`src/pkg/bms_regs.svh`:
```
// constants for the boot mode strap selector: target addresses and timing
// assumes inclusion by bare name from package and rtl files
`ifndef BMS_REGS_SVH
`define BMS_REGS_SVH

// branch targets (22-bit program address)
`define BMS_ADDR_W 22
`define BMS_FLASH_ENTRY 22'h3f7ff6
`define BMS_RAM_ENTRY 22'h3f8000
`define BMS_OTP_FIRST 22'h3d7800
`define BMS_OTP_LAST 22'h3d7bff

// strap positions within the sampled vector
`define BMS_STRAP_FLASH 3
`define BMS_STRAP_SECOND 2
`define BMS_STRAP_THIRD 1
`define BMS_STRAP_FOURTH 0

// settle time of straps after reset release, in ns, and cycles at 125 MHz
`define BMS_SETTLE_NS 64
`define BMS_CLK_PERIOD_NS 8
`define BMS_SETTLE_CYC ((`BMS_SETTLE_NS + `BMS_CLK_PERIOD_NS - 1) / `BMS_CLK_PERIOD_NS)
`define BMS_CNT_W 4

`endif

```
`src/pkg/bms_pkg.sv`:
```
// types for the boot mode strap selector
// assumes bms_regs.svh is on the include path
package bms_pkg;
  `include "bms_regs.svh"

  // boot actions, one-hot
  typedef enum logic [5:0] {
    BMS_MODE_FLASH = 6'h01,
    BMS_MODE_SPI = 6'h02,
    BMS_MODE_ASYNC = 6'h04,
    BMS_MODE_RAM = 6'h08,
    BMS_MODE_OTP = 6'h10,
    BMS_MODE_PARALLEL = 6'h20
  } bms_mode_t;

  // sequencer states, one-hot
  typedef enum logic [3:0] {
    BMS_ST_SETTLE = 4'h1,
    BMS_ST_SAMPLE = 4'h2,
    BMS_ST_LAUNCH = 4'h4,
    BMS_ST_HOLD = 4'h8
  } bms_state_t;
endpackage

```
`src/pkg/bms_dec_if.sv`:
```
// carries the sampled strap vector to the decoder and the decoded action back
// assumes one clock domain; decoder is purely combinational
`timescale 1ns/10ps
`include "bms_regs.svh"
interface bms_dec_if;
  import bms_pkg::*;
  logic [3:0] straps;
  bms_mode_t mode;
  logic [`BMS_ADDR_W-1:0] target;
  logic loads_code;
  modport seq (output straps, input mode, input target, input loads_code);
  modport dec (input straps, output mode, output target, output loads_code);
endinterface

```
`src/rtl/bms_selector.sv`:
```
// boot mode strap selector top: samples four straps once after reset,
// decodes them and launches exactly one boot action
// assumes straps are board pins (asynchronous) and clk_i runs at 125 MHz
`timescale 1ns/10ps
`include "bms_regs.svh"

module bms_selector
  import bms_pkg::*;
(
  // clock and reset
  input wire logic clk_i,
  input wire logic arst_n_i,
  // strap pins
  input wire logic strap_flash_select_i,
  input wire logic strap_second_i,
  input wire logic strap_third_i,
  input wire logic strap_fourth_i,
  // pull-up control for strap pads
  output logic strap_flash_pullup_en_o,
  output logic [2:0] strap_other_pullup_en_o,
  // decoded boot action
  output logic mode_valid_o,
  output bms_mode_t mode_o,
  output logic [`BMS_ADDR_W-1:0] branch_addr_o,
  output logic loads_code_o,
  output logic start_o
);
  // ---------------------------------------------------------------
  // pad pull-ups
  // ---------------------------------------------------------------
  // only the first strap has a weak pull-up; the board drives the rest
  // enables are constants: the pad bias never changes after power-up
  assign strap_flash_pullup_en_o = 1'b1;
  assign strap_other_pullup_en_o = 3'h0;

  // ---------------------------------------------------------------
  // strap synchronisers
  // ---------------------------------------------------------------
  // straps are board levels with no relation to clk_i, so each one passes
  // two flops before the sequencer or the decoder looks at it
  logic [3:0] sync1_reg;
  logic [3:0] sync1_next;
  logic [3:0] sync2_reg;
  logic [3:0] sync2_next;
  wire [3:0] strap_raw = {strap_flash_select_i, strap_second_i, strap_third_i, strap_fourth_i};

  // stage one may go metastable, so nothing but stage two reads it
  // a strap moving near a sample edge resolves to one level or the other
  assign sync1_next = strap_raw;
  assign sync2_next = sync1_reg;

  // first stage; reset low so no strap is claimed before the pins are seen
  always_ff @(posedge clk_i or negedge arst_n_i) begin
    if (!arst_n_i) begin
      sync1_reg <= 4'h0;
    end else begin
      sync1_reg <= sync1_next;
    end
  end

  // second stage, the only copy of the pins that the rest of the block uses
  always_ff @(posedge clk_i or negedge arst_n_i) begin
    if (!arst_n_i) begin
      sync2_reg <= 4'h0;
    end else begin
      sync2_reg <= sync2_next;
    end
  end

  // ---------------------------------------------------------------
  // sequencer
  // ---------------------------------------------------------------
  // timeline after release: the settle count, one edge to capture the
  // straps, one edge to launch; start_o is high after the launch edge
  bms_state_t state_reg;
  bms_state_t state_next;
  logic [`BMS_CNT_W-1:0] settle_reg;
  logic [`BMS_CNT_W-1:0] settle_next;
  logic [`BMS_CNT_W-1:0] settle_last;
  // straps_reg is the only copy of the straps that the decoder sees
  logic [3:0] straps_reg;
  logic [3:0] straps_next;

  // one named wire per state keeps the register updates short
  wire in_settle = (state_reg == BMS_ST_SETTLE);
  wire in_sample = (state_reg == BMS_ST_SAMPLE);
  wire in_launch = (state_reg == BMS_ST_LAUNCH);

  // settle lets the synchronisers fill with real pin levels first; the
  // count is fixed, so the boot action always starts at the same cycle
  assign settle_last = `BMS_CNT_W'(`BMS_SETTLE_CYC - 1);
  wire settle_done = (settle_reg == settle_last);

  // the counter only runs while settling, so it can never wrap and relaunch
  assign settle_next = (in_settle && !settle_done) ?
                       settle_reg + `BMS_CNT_W'(1) : settle_reg;

  // sampled straps travel to the decoder on the carrier
  bms_dec_if dec_if ();
  assign dec_if.straps = straps_reg;

  // decoder is combinational; its result is read in the launch state only
  bms_decode u_decode (
    .dec (dec_if.dec)
  );

  // one pass through the states per reset; hold is never left
  always_comb begin
    state_next = state_reg;
    unique case (state_reg)
      BMS_ST_SETTLE: begin
        if (settle_done) begin
          state_next = BMS_ST_SAMPLE;
        end
      end
      BMS_ST_SAMPLE: begin
        state_next = BMS_ST_LAUNCH;
      end
      BMS_ST_LAUNCH: begin
        state_next = BMS_ST_HOLD;
      end
      BMS_ST_HOLD: begin
        state_next = BMS_ST_HOLD;
      end
    endcase
  end

  // state register
  always_ff @(posedge clk_i or negedge arst_n_i) begin
    if (!arst_n_i) begin
      state_reg <= BMS_ST_SETTLE;
    end else begin
      state_reg <= state_next;
    end
  end

  // settle counter, restarted by every reset
  always_ff @(posedge clk_i or negedge arst_n_i) begin
    if (!arst_n_i) begin
      settle_reg <= '0;
    end else begin
      settle_reg <= settle_next;
    end
  end

  // capture straps exactly once per reset; later pin changes are ignored
  assign straps_next = in_sample ? sync2_reg : straps_reg;

  // captured straps, cleared by reset so no stale pattern outlives it
  always_ff @(posedge clk_i or negedge arst_n_i) begin
    if (!arst_n_i) begin
      straps_reg <= 4'h0;
    end else begin
      straps_reg <= straps_next;
    end
  end

  // ---------------------------------------------------------------
  // outputs, registered and frozen after launch
  // ---------------------------------------------------------------
  // next values, one per output register
  logic start_next;
  logic mode_valid_next;
  bms_mode_t mode_next;
  logic [`BMS_ADDR_W-1:0] branch_addr_next;
  logic loads_code_next;

  // the decoder is read only in the launch cycle; outside it each output
  // except start_o keeps its value, so a strap change after capture can never show
  assign start_next = in_launch;
  assign mode_valid_next = in_launch || mode_valid_o;
  assign mode_next = in_launch ? dec_if.mode : mode_o;
  assign branch_addr_next = in_launch ? dec_if.target : branch_addr_o;
  assign loads_code_next = in_launch ? dec_if.loads_code : loads_code_o;

  // launch strobe, high for exactly one cycle per reset
  always_ff @(posedge clk_i or negedge arst_n_i) begin
    if (!arst_n_i) begin
      start_o <= 1'b0;
    end else begin
      start_o <= start_next;
    end
  end

  // valid flag, high from launch until the next reset; there is no abort,
  // so a new strap pattern needs a new reset
  always_ff @(posedge clk_i or negedge arst_n_i) begin
    if (!arst_n_i) begin
      mode_valid_o <= 1'b0;
    end else begin
      mode_valid_o <= mode_valid_next;
    end
  end

  // decoded action; reset shows the parallel loader with no target, but
  // valid is low then, so nothing downstream may act on it yet
  always_ff @(posedge clk_i or negedge arst_n_i) begin
    if (!arst_n_i) begin
      mode_o <= BMS_MODE_PARALLEL;
      branch_addr_o <= '0;
      loads_code_o <= 1'b0;
    end else begin
      mode_o <= mode_next;
      branch_addr_o <= branch_addr_next;
      loads_code_o <= loads_code_next;
    end
  end
endmodule

```
`src/rtl/bms_decode.sv`:
```
// strap pattern decoder: maps four strap levels to a boot action and target
// assumes straps are stable, already captured by the sequencer
`timescale 1ns/10ps
`include "bms_regs.svh"
module bms_decode
  import bms_pkg::*;
(
  // decoder side of the carrier
  bms_dec_if.dec dec
);
  // ---------------------------------------------------------------
  // pattern match, first strap has priority over all others
  // ---------------------------------------------------------------
  wire s_flash = dec.straps[`BMS_STRAP_FLASH];
  wire s_second = dec.straps[`BMS_STRAP_SECOND];
  wire [1:0] s_low = {dec.straps[`BMS_STRAP_THIRD], dec.straps[`BMS_STRAP_FOURTH]};
  wire hit_flash = s_flash;
  wire hit_spi = !s_flash && s_second;
  wire hit_async = !s_flash && !s_second && (s_low == 2'h3);
  wire hit_ram = !s_flash && !s_second && (s_low == 2'h2);
  wire hit_otp = !s_flash && !s_second && (s_low == 2'h1);

  // selection of action; all-zero pattern falls to parallel port
  assign dec.mode = hit_flash ? BMS_MODE_FLASH :
                    hit_spi ? BMS_MODE_SPI :
                    hit_async ? BMS_MODE_ASYNC :
                    hit_ram ? BMS_MODE_RAM :
                    hit_otp ? BMS_MODE_OTP :
                    BMS_MODE_PARALLEL;

  // branch target; otp entry is the base of its 1k-word window
  assign dec.target = hit_flash ? `BMS_FLASH_ENTRY :
                      hit_ram ? `BMS_RAM_ENTRY :
                      hit_otp ? `BMS_OTP_FIRST :
                      {`BMS_ADDR_W{1'b0}};

  // branch modes load nothing from outside
  assign dec.loads_code = !(hit_flash || hit_ram || hit_otp);
endmodule

```
`config.mk`:
```
export PLATFORM = sky130hd
export DESIGN_NAME = bms_selector
export DESIGN_NICKNAME = d
export VERILOG_FILES = /design/src/pkg/bms_pkg.sv /design/src/pkg/bms_dec_if.sv /design/src/rtl/bms_selector.sv /design/src/rtl/bms_decode.sv
export VERILOG_INCLUDE_DIRS = /design/src /design/src/pkg
export SDC_FILE = /design/constraint.sdc
export NUM_CORES = 1
export LEC_CHECK = 0
export BUFFER_PORTS_ARGS = -buffer_cell sky130_fd_sc_hd__buf_2
export CORE_ASPECT_RATIO = 0.7
export CORE_UTILIZATION = 54
export DETAILED_ROUTE_END_ITERATION = 7
export MAX_ROUTING_LAYER = met4
export PLACE_DENSITY_LB_ADDON = 0.1
export SYNTH_ARGS = -nofsm -noshare
export SYNTH_HDL_FRONTEND = slang
export SYNTH_SLANG_ARGS = --single-unit
```
`constraint.sdc`:
```
create_clock -name clk_i -period 3.8 [get_ports clk_i]
set_input_delay 0.76 -clock clk_i [delete_from_list [all_inputs] [get_ports clk_i]]
set_output_delay 0.76 -clock clk_i [all_outputs]
set_load 0.03 [all_outputs]
```
Yosys cells after proc, flatten, opt, wreduce, memory -nomap -nowiden
Index checks and enable logic that the tools add are counted.
{"block": "totals", "reg_bits": 51, "inputBits": 6, "out_inout_bits": 35}
{"block": "classes", "add_sub_neg": 1, "n_eq_ne": 9, "n_mux": 10, "reduce_logical": 14}
{"cell": "22-bit 2-to-1 mux", "n": 3}
{"cell": "6-bit 2-to-1 mux", "n": 5}
{"cell": "4-bit one-hot mux with 3 select lines", "n": 1}
{"cell": "4-bit by 3-bit equality test with 1-bit output (second input constant)", "n": 2}
{"cell": "1-bit logical AND", "n": 6}
{"cell": "4-bit by 1-bit adder with 4-bit output (second input constant)", "n": 1}
{"cell": "2-bit equality test (second input constant)", "n": 2}
{"cell": "4-bit by 1-bit equality test with 1-bit output (second input constant)", "n": 1}
{"cell": "4-bit by 2-bit equality test with 1-bit output (second input constant)", "n": 1}
{"cell": "4-bit equality test (second input constant)", "n": 1}
{"cell": "1-bit logical NOT", "n": 4}
{"cell": "4-bit 2-to-1 mux", "n": 1}
{"cell": "1-bit logical OR", "n": 3}
{"cell": "2-bit by 1-bit equality test with 1-bit output (second input constant)", "n": 1}
{"cell": "2-bit by 1-bit inequality test with 1-bit output (second input constant)", "n": 1}
{"cell": "2-bit OR reduction", "n": 1}

Depth between registers and ports, before layout
{"block": "logic_depth", "word_depth": 8, "mapped_depth": 5}

Cells and area by module
Synthesis repeated with hierarchy kept, for this count alone.
{"block": "hier_totals", "hier_cells": 147, "area_unflattened_um2": 2150.8}
{"module": "bms_selector", "instances": 1, "cells_each": 111, "area_each_um2": 1894.3, "seq_area_each_um2": 1278.7}
{"module": "bms_decode", "instances": 1, "cells_each": 36, "area_each_um2": 256.5, "seq_area_each_um2": 0.0}

Worst setup path after synthesis
Ideal clock, no wire load.
{"block": "synth_path", "path_kind": "register to output", "from": "reg, netlist name mode_o[0]", "to": "out branch_addr_o[10]", "arrival_ps": 866, "required_time_ps": 3040, "slack_ps": 2174, "path_stages_with_launch": 2, "n_path_buf": 1, "path_cell_list": "dfrtp_1 buf_4"}
{"element": "end: declaration", "line_no": "bms_selector.sv:24", "rtl": "output logic [`BMS_ADDR_W-1:0] branch_addr_o,"}

==> impl_metrics.ini <==
[run_status]
status = finished clean

[grt]
antenna_found_initial = 0
gr-total-overflow = 0
grt_pass1_vias = 739
grt_max_degree = 34
grt_pass1_wl_um = 3240
grtUsageTotal_pct = 17.2

[layout]
layout-drive-gt1-share_pct = 37.5
diodes = 0
regMostFlops = mode_o
multi_input_area_um2 = 379
fillers = 193
nets = 142
largest_reg_flops = 6
fin_util_pct = 65.4
area_growth_pct = 7.40
seqCellArea_um2 = 828

[sta]
worst_pin_slew_ns = 0.667
final-setup-viol-count = 0
slew_headroom_pct = 55.6
final.min_clock_period_ns = 1.82
fin_crit_sh_pct = 47.8
finalSetupTns_ns = 0
max_freq_mhz = 551
finClkSkew_ns = 0.0125
rsz0062_at_grt = false
maxSlewViolCount = 0
hold_viol_final = 0

[synth]
synthCells = 114
ys_warn_count = 0
netlist_top_cells_count = 31 x dfrtp_1, 22 x buf_4, 13 x nand2_1
synthesis.area_um2 = 1390
ys_types = 33
yosysTopAreaCellShare_pct = 56.0
syn_area_per_cell_um2 = 12.2
async_reset_ff_share_pct = 100
synth-main-ff-cell = dfrtp_1
yosysMostFrequentCell = dfrtp_1
synthTopCellsByArea = dfrtp_1 56%, buf_4 12%, dfstp_2 3.8%, nand2_1 3.5%, mux2_2 3.2%
ys_seq_area_share_pct = 59.7
synth_edf_count = 0
synth_seq_cells = 33
synth_area_leader_cell = dfrtp_1

[clock_tree]
clk_latency_ns = 0.33
cts_max_path_buffers = 2
cts_root_buf = clkbuf_4
cts_buffers = 5
cts.clk_slew.worst_paths_ns = 0.10
cts_sinks = 33
ctsResizeCount = 0
htree_levels = 2
hold_buffers = 0
cts_tree = yes
cts_setup_buffers = 0

[critical_path]
reg2reg_from = state_reg[0]$_DFFE_PN1N_
path_buf_inv = 1
worstReg2RegEnd = settle_reg[1]$_DFFE_PN0P_
worstPathRequired_ns = 3.04
path_cells = buf_2
crit_type = reg -> out
crit_family = flip-flops
end_kind = primary output
slowest_delay_ns = 0.48
cp.arrival_ns = 1.06
slowest_stage = dfrtp_1
r2r_cells = 3
rrSetupSlack_ns = 2.10
worstSetupStartpointType = register
cp_max_fo = 11

[power]
clockPowerShare_pct = 30.8
swShare_pct = 26.9
seqPwrFrac_pct = 57.6
combPwrFrac_pct = 11.5
p_switching_w = 0.000173
power.leakage_nw = 0.747
p_per_area_nw_per_um2 = 433
total_power_w = 0.000645
p_int_w = 0.000472
ir_worst_vdd_mv = 0.285

[placed_design]
place_congestion = 0.848
dp_hpwl_um = 1410
port_buffers = 34

[detailed_routing]
drt_wl_total_um = 1930
dr_total_vias = 829
antenna_left = 0
via_per_inst = 4.93
wl_per_cell_um = 11.5
drt_iter0_markers = 17
drc_errors = 0
first_pass_iters = 4

[floorplanning]
die-area_um2 = 2780
die_y_um = 44.4
rows = 14
core-area_um2 = 2280
die_w_um = 62.6
ios = 41
start_util_pct = 60.9

[min_path]
min_path_type = reg -> reg
worstHoldEndpoint = sync2_reg[1]$_DFF_PN0_
whs_path_depth = 0
worstHoldStart = sync1_reg[1]$_DFF_PN0_

[flow_run]
cap_violations = 0
[routing by layer]
| metal | vias to the layer above | routed length (µm) | track usage (%) |
|---|---|---|---|
| li1 | 400 | - | - |
| met1 | 383 | 916 | 21.3 |
| met2 | 37 | 817 | 24.3 |
| met3 | 9 | 135 | 5.41 |
| met4 | 0 | 55 | 12.6 |
| met5 | - | 0 | - |
[final cells by class]
type / count / area share (%)
Sequential cell: 33 / 55.6
Timing Repair Buffer: 34 / 11.4
Clock buffer: 8 / 3.95
Tap cell: 32 / 2.69
Inverter: 3 / 0.840
Multi-Input combinational cell: 58 / 25.5
[worst max-delay path by stage]
stage                                           end  cells after the start                startpoint  slack (ns)
after floorplan                   branch_addr_o[10]                      1     mode_o[0]$_DFFE_PN0P_        2.17
after global placement    settle_reg[1]$_DFFE_PN0P_                      3  state_reg[0]$_DFFE_PN1N_        2.21
after detailed placement  settle_reg[1]$_DFFE_PN0P_                      3  state_reg[0]$_DFFE_PN1N_        2.10
after CTS                          branch_addr_o[9]                      1     mode_o[0]$_DFFE_PN0P_        1.97
after global routing               branch_addr_o[9]                      1     mode_o[0]$_DFFE_PN0P_        1.91
final                              branch_addr_o[9]                      1     mode_o[0]$_DFFE_PN0P_        1.98
[cell families (layout without fill, tap and decap cells)]
kind of cell / count (synthesis) / after routing / share of synthesized area (%)
multiplexers: 4 / 4 / 3.25
flip-flops: 33 / 33 / 59.7
adder cells (fa/ha/maj): 1 / 1 / 0.902
AND/OR/NAND/NOR: 33 / 33 / 14.6
AO/OA/AOI/OAI: 11 / 11 / 5.05
XOR/XNOR: 3 / 3 / 1.90
other: 2 / 6 / 0.542
buffers and inverters: 27 / 45 / 14.0
[stage by stage]
| stage | hold WS [ns] | setup WS (ns) | cell area, µm² | std cells |
|---|---|---|---|---|
| floorplan | 0.331 | 2.17 | 1400 | 118 |
| global placement | 0.331 | 2.21 | 1430 | 160 |
| detailed placement | 0.338 | 2.10 | 1430 | 160 |
| CTS | 0.359 | 1.97 | 1490 | 168 |
| global route | 0.364 | 1.91 | 1490 | 168 |
| finish | 0.352 | 1.98 | 1490 | 168 |
[power groups by stage]
stage / Sequential, W / Clock, W / Combinational (W)
finish: 0.000372 / 0.000199 / 0.0000744
detailed placement: 0.000379 / 0 / 0.0000755
global placement: 0.000378 / 0 / 0.0000751
CTS: 0.000372 / 0.000204 / 0.0000755
floorplan: 0.000389 / 0 / 0.0000575
global route: 0.000374 / 0.000218 / 0.0000793
[layout by cell type (no fill, tap or decap), types with 2 or more instances in the layout]
master,instances
a21oi_1,2
a22o_1,2
a31oi_1,2
buf_2,34
clkbuf_1,2
clkbuf_4,5
conb_1,6
dfrtp_1,31
dfstp_2,2
inv_1,2
mux2_2,4
nand2_1,13
nand3b_1,2
nand4_1,3
nor2_1,4
nor3_1,2
o21ai_0,2
xnor2_1,2
No activity file was read; power rests on OpenSTA's default activity.
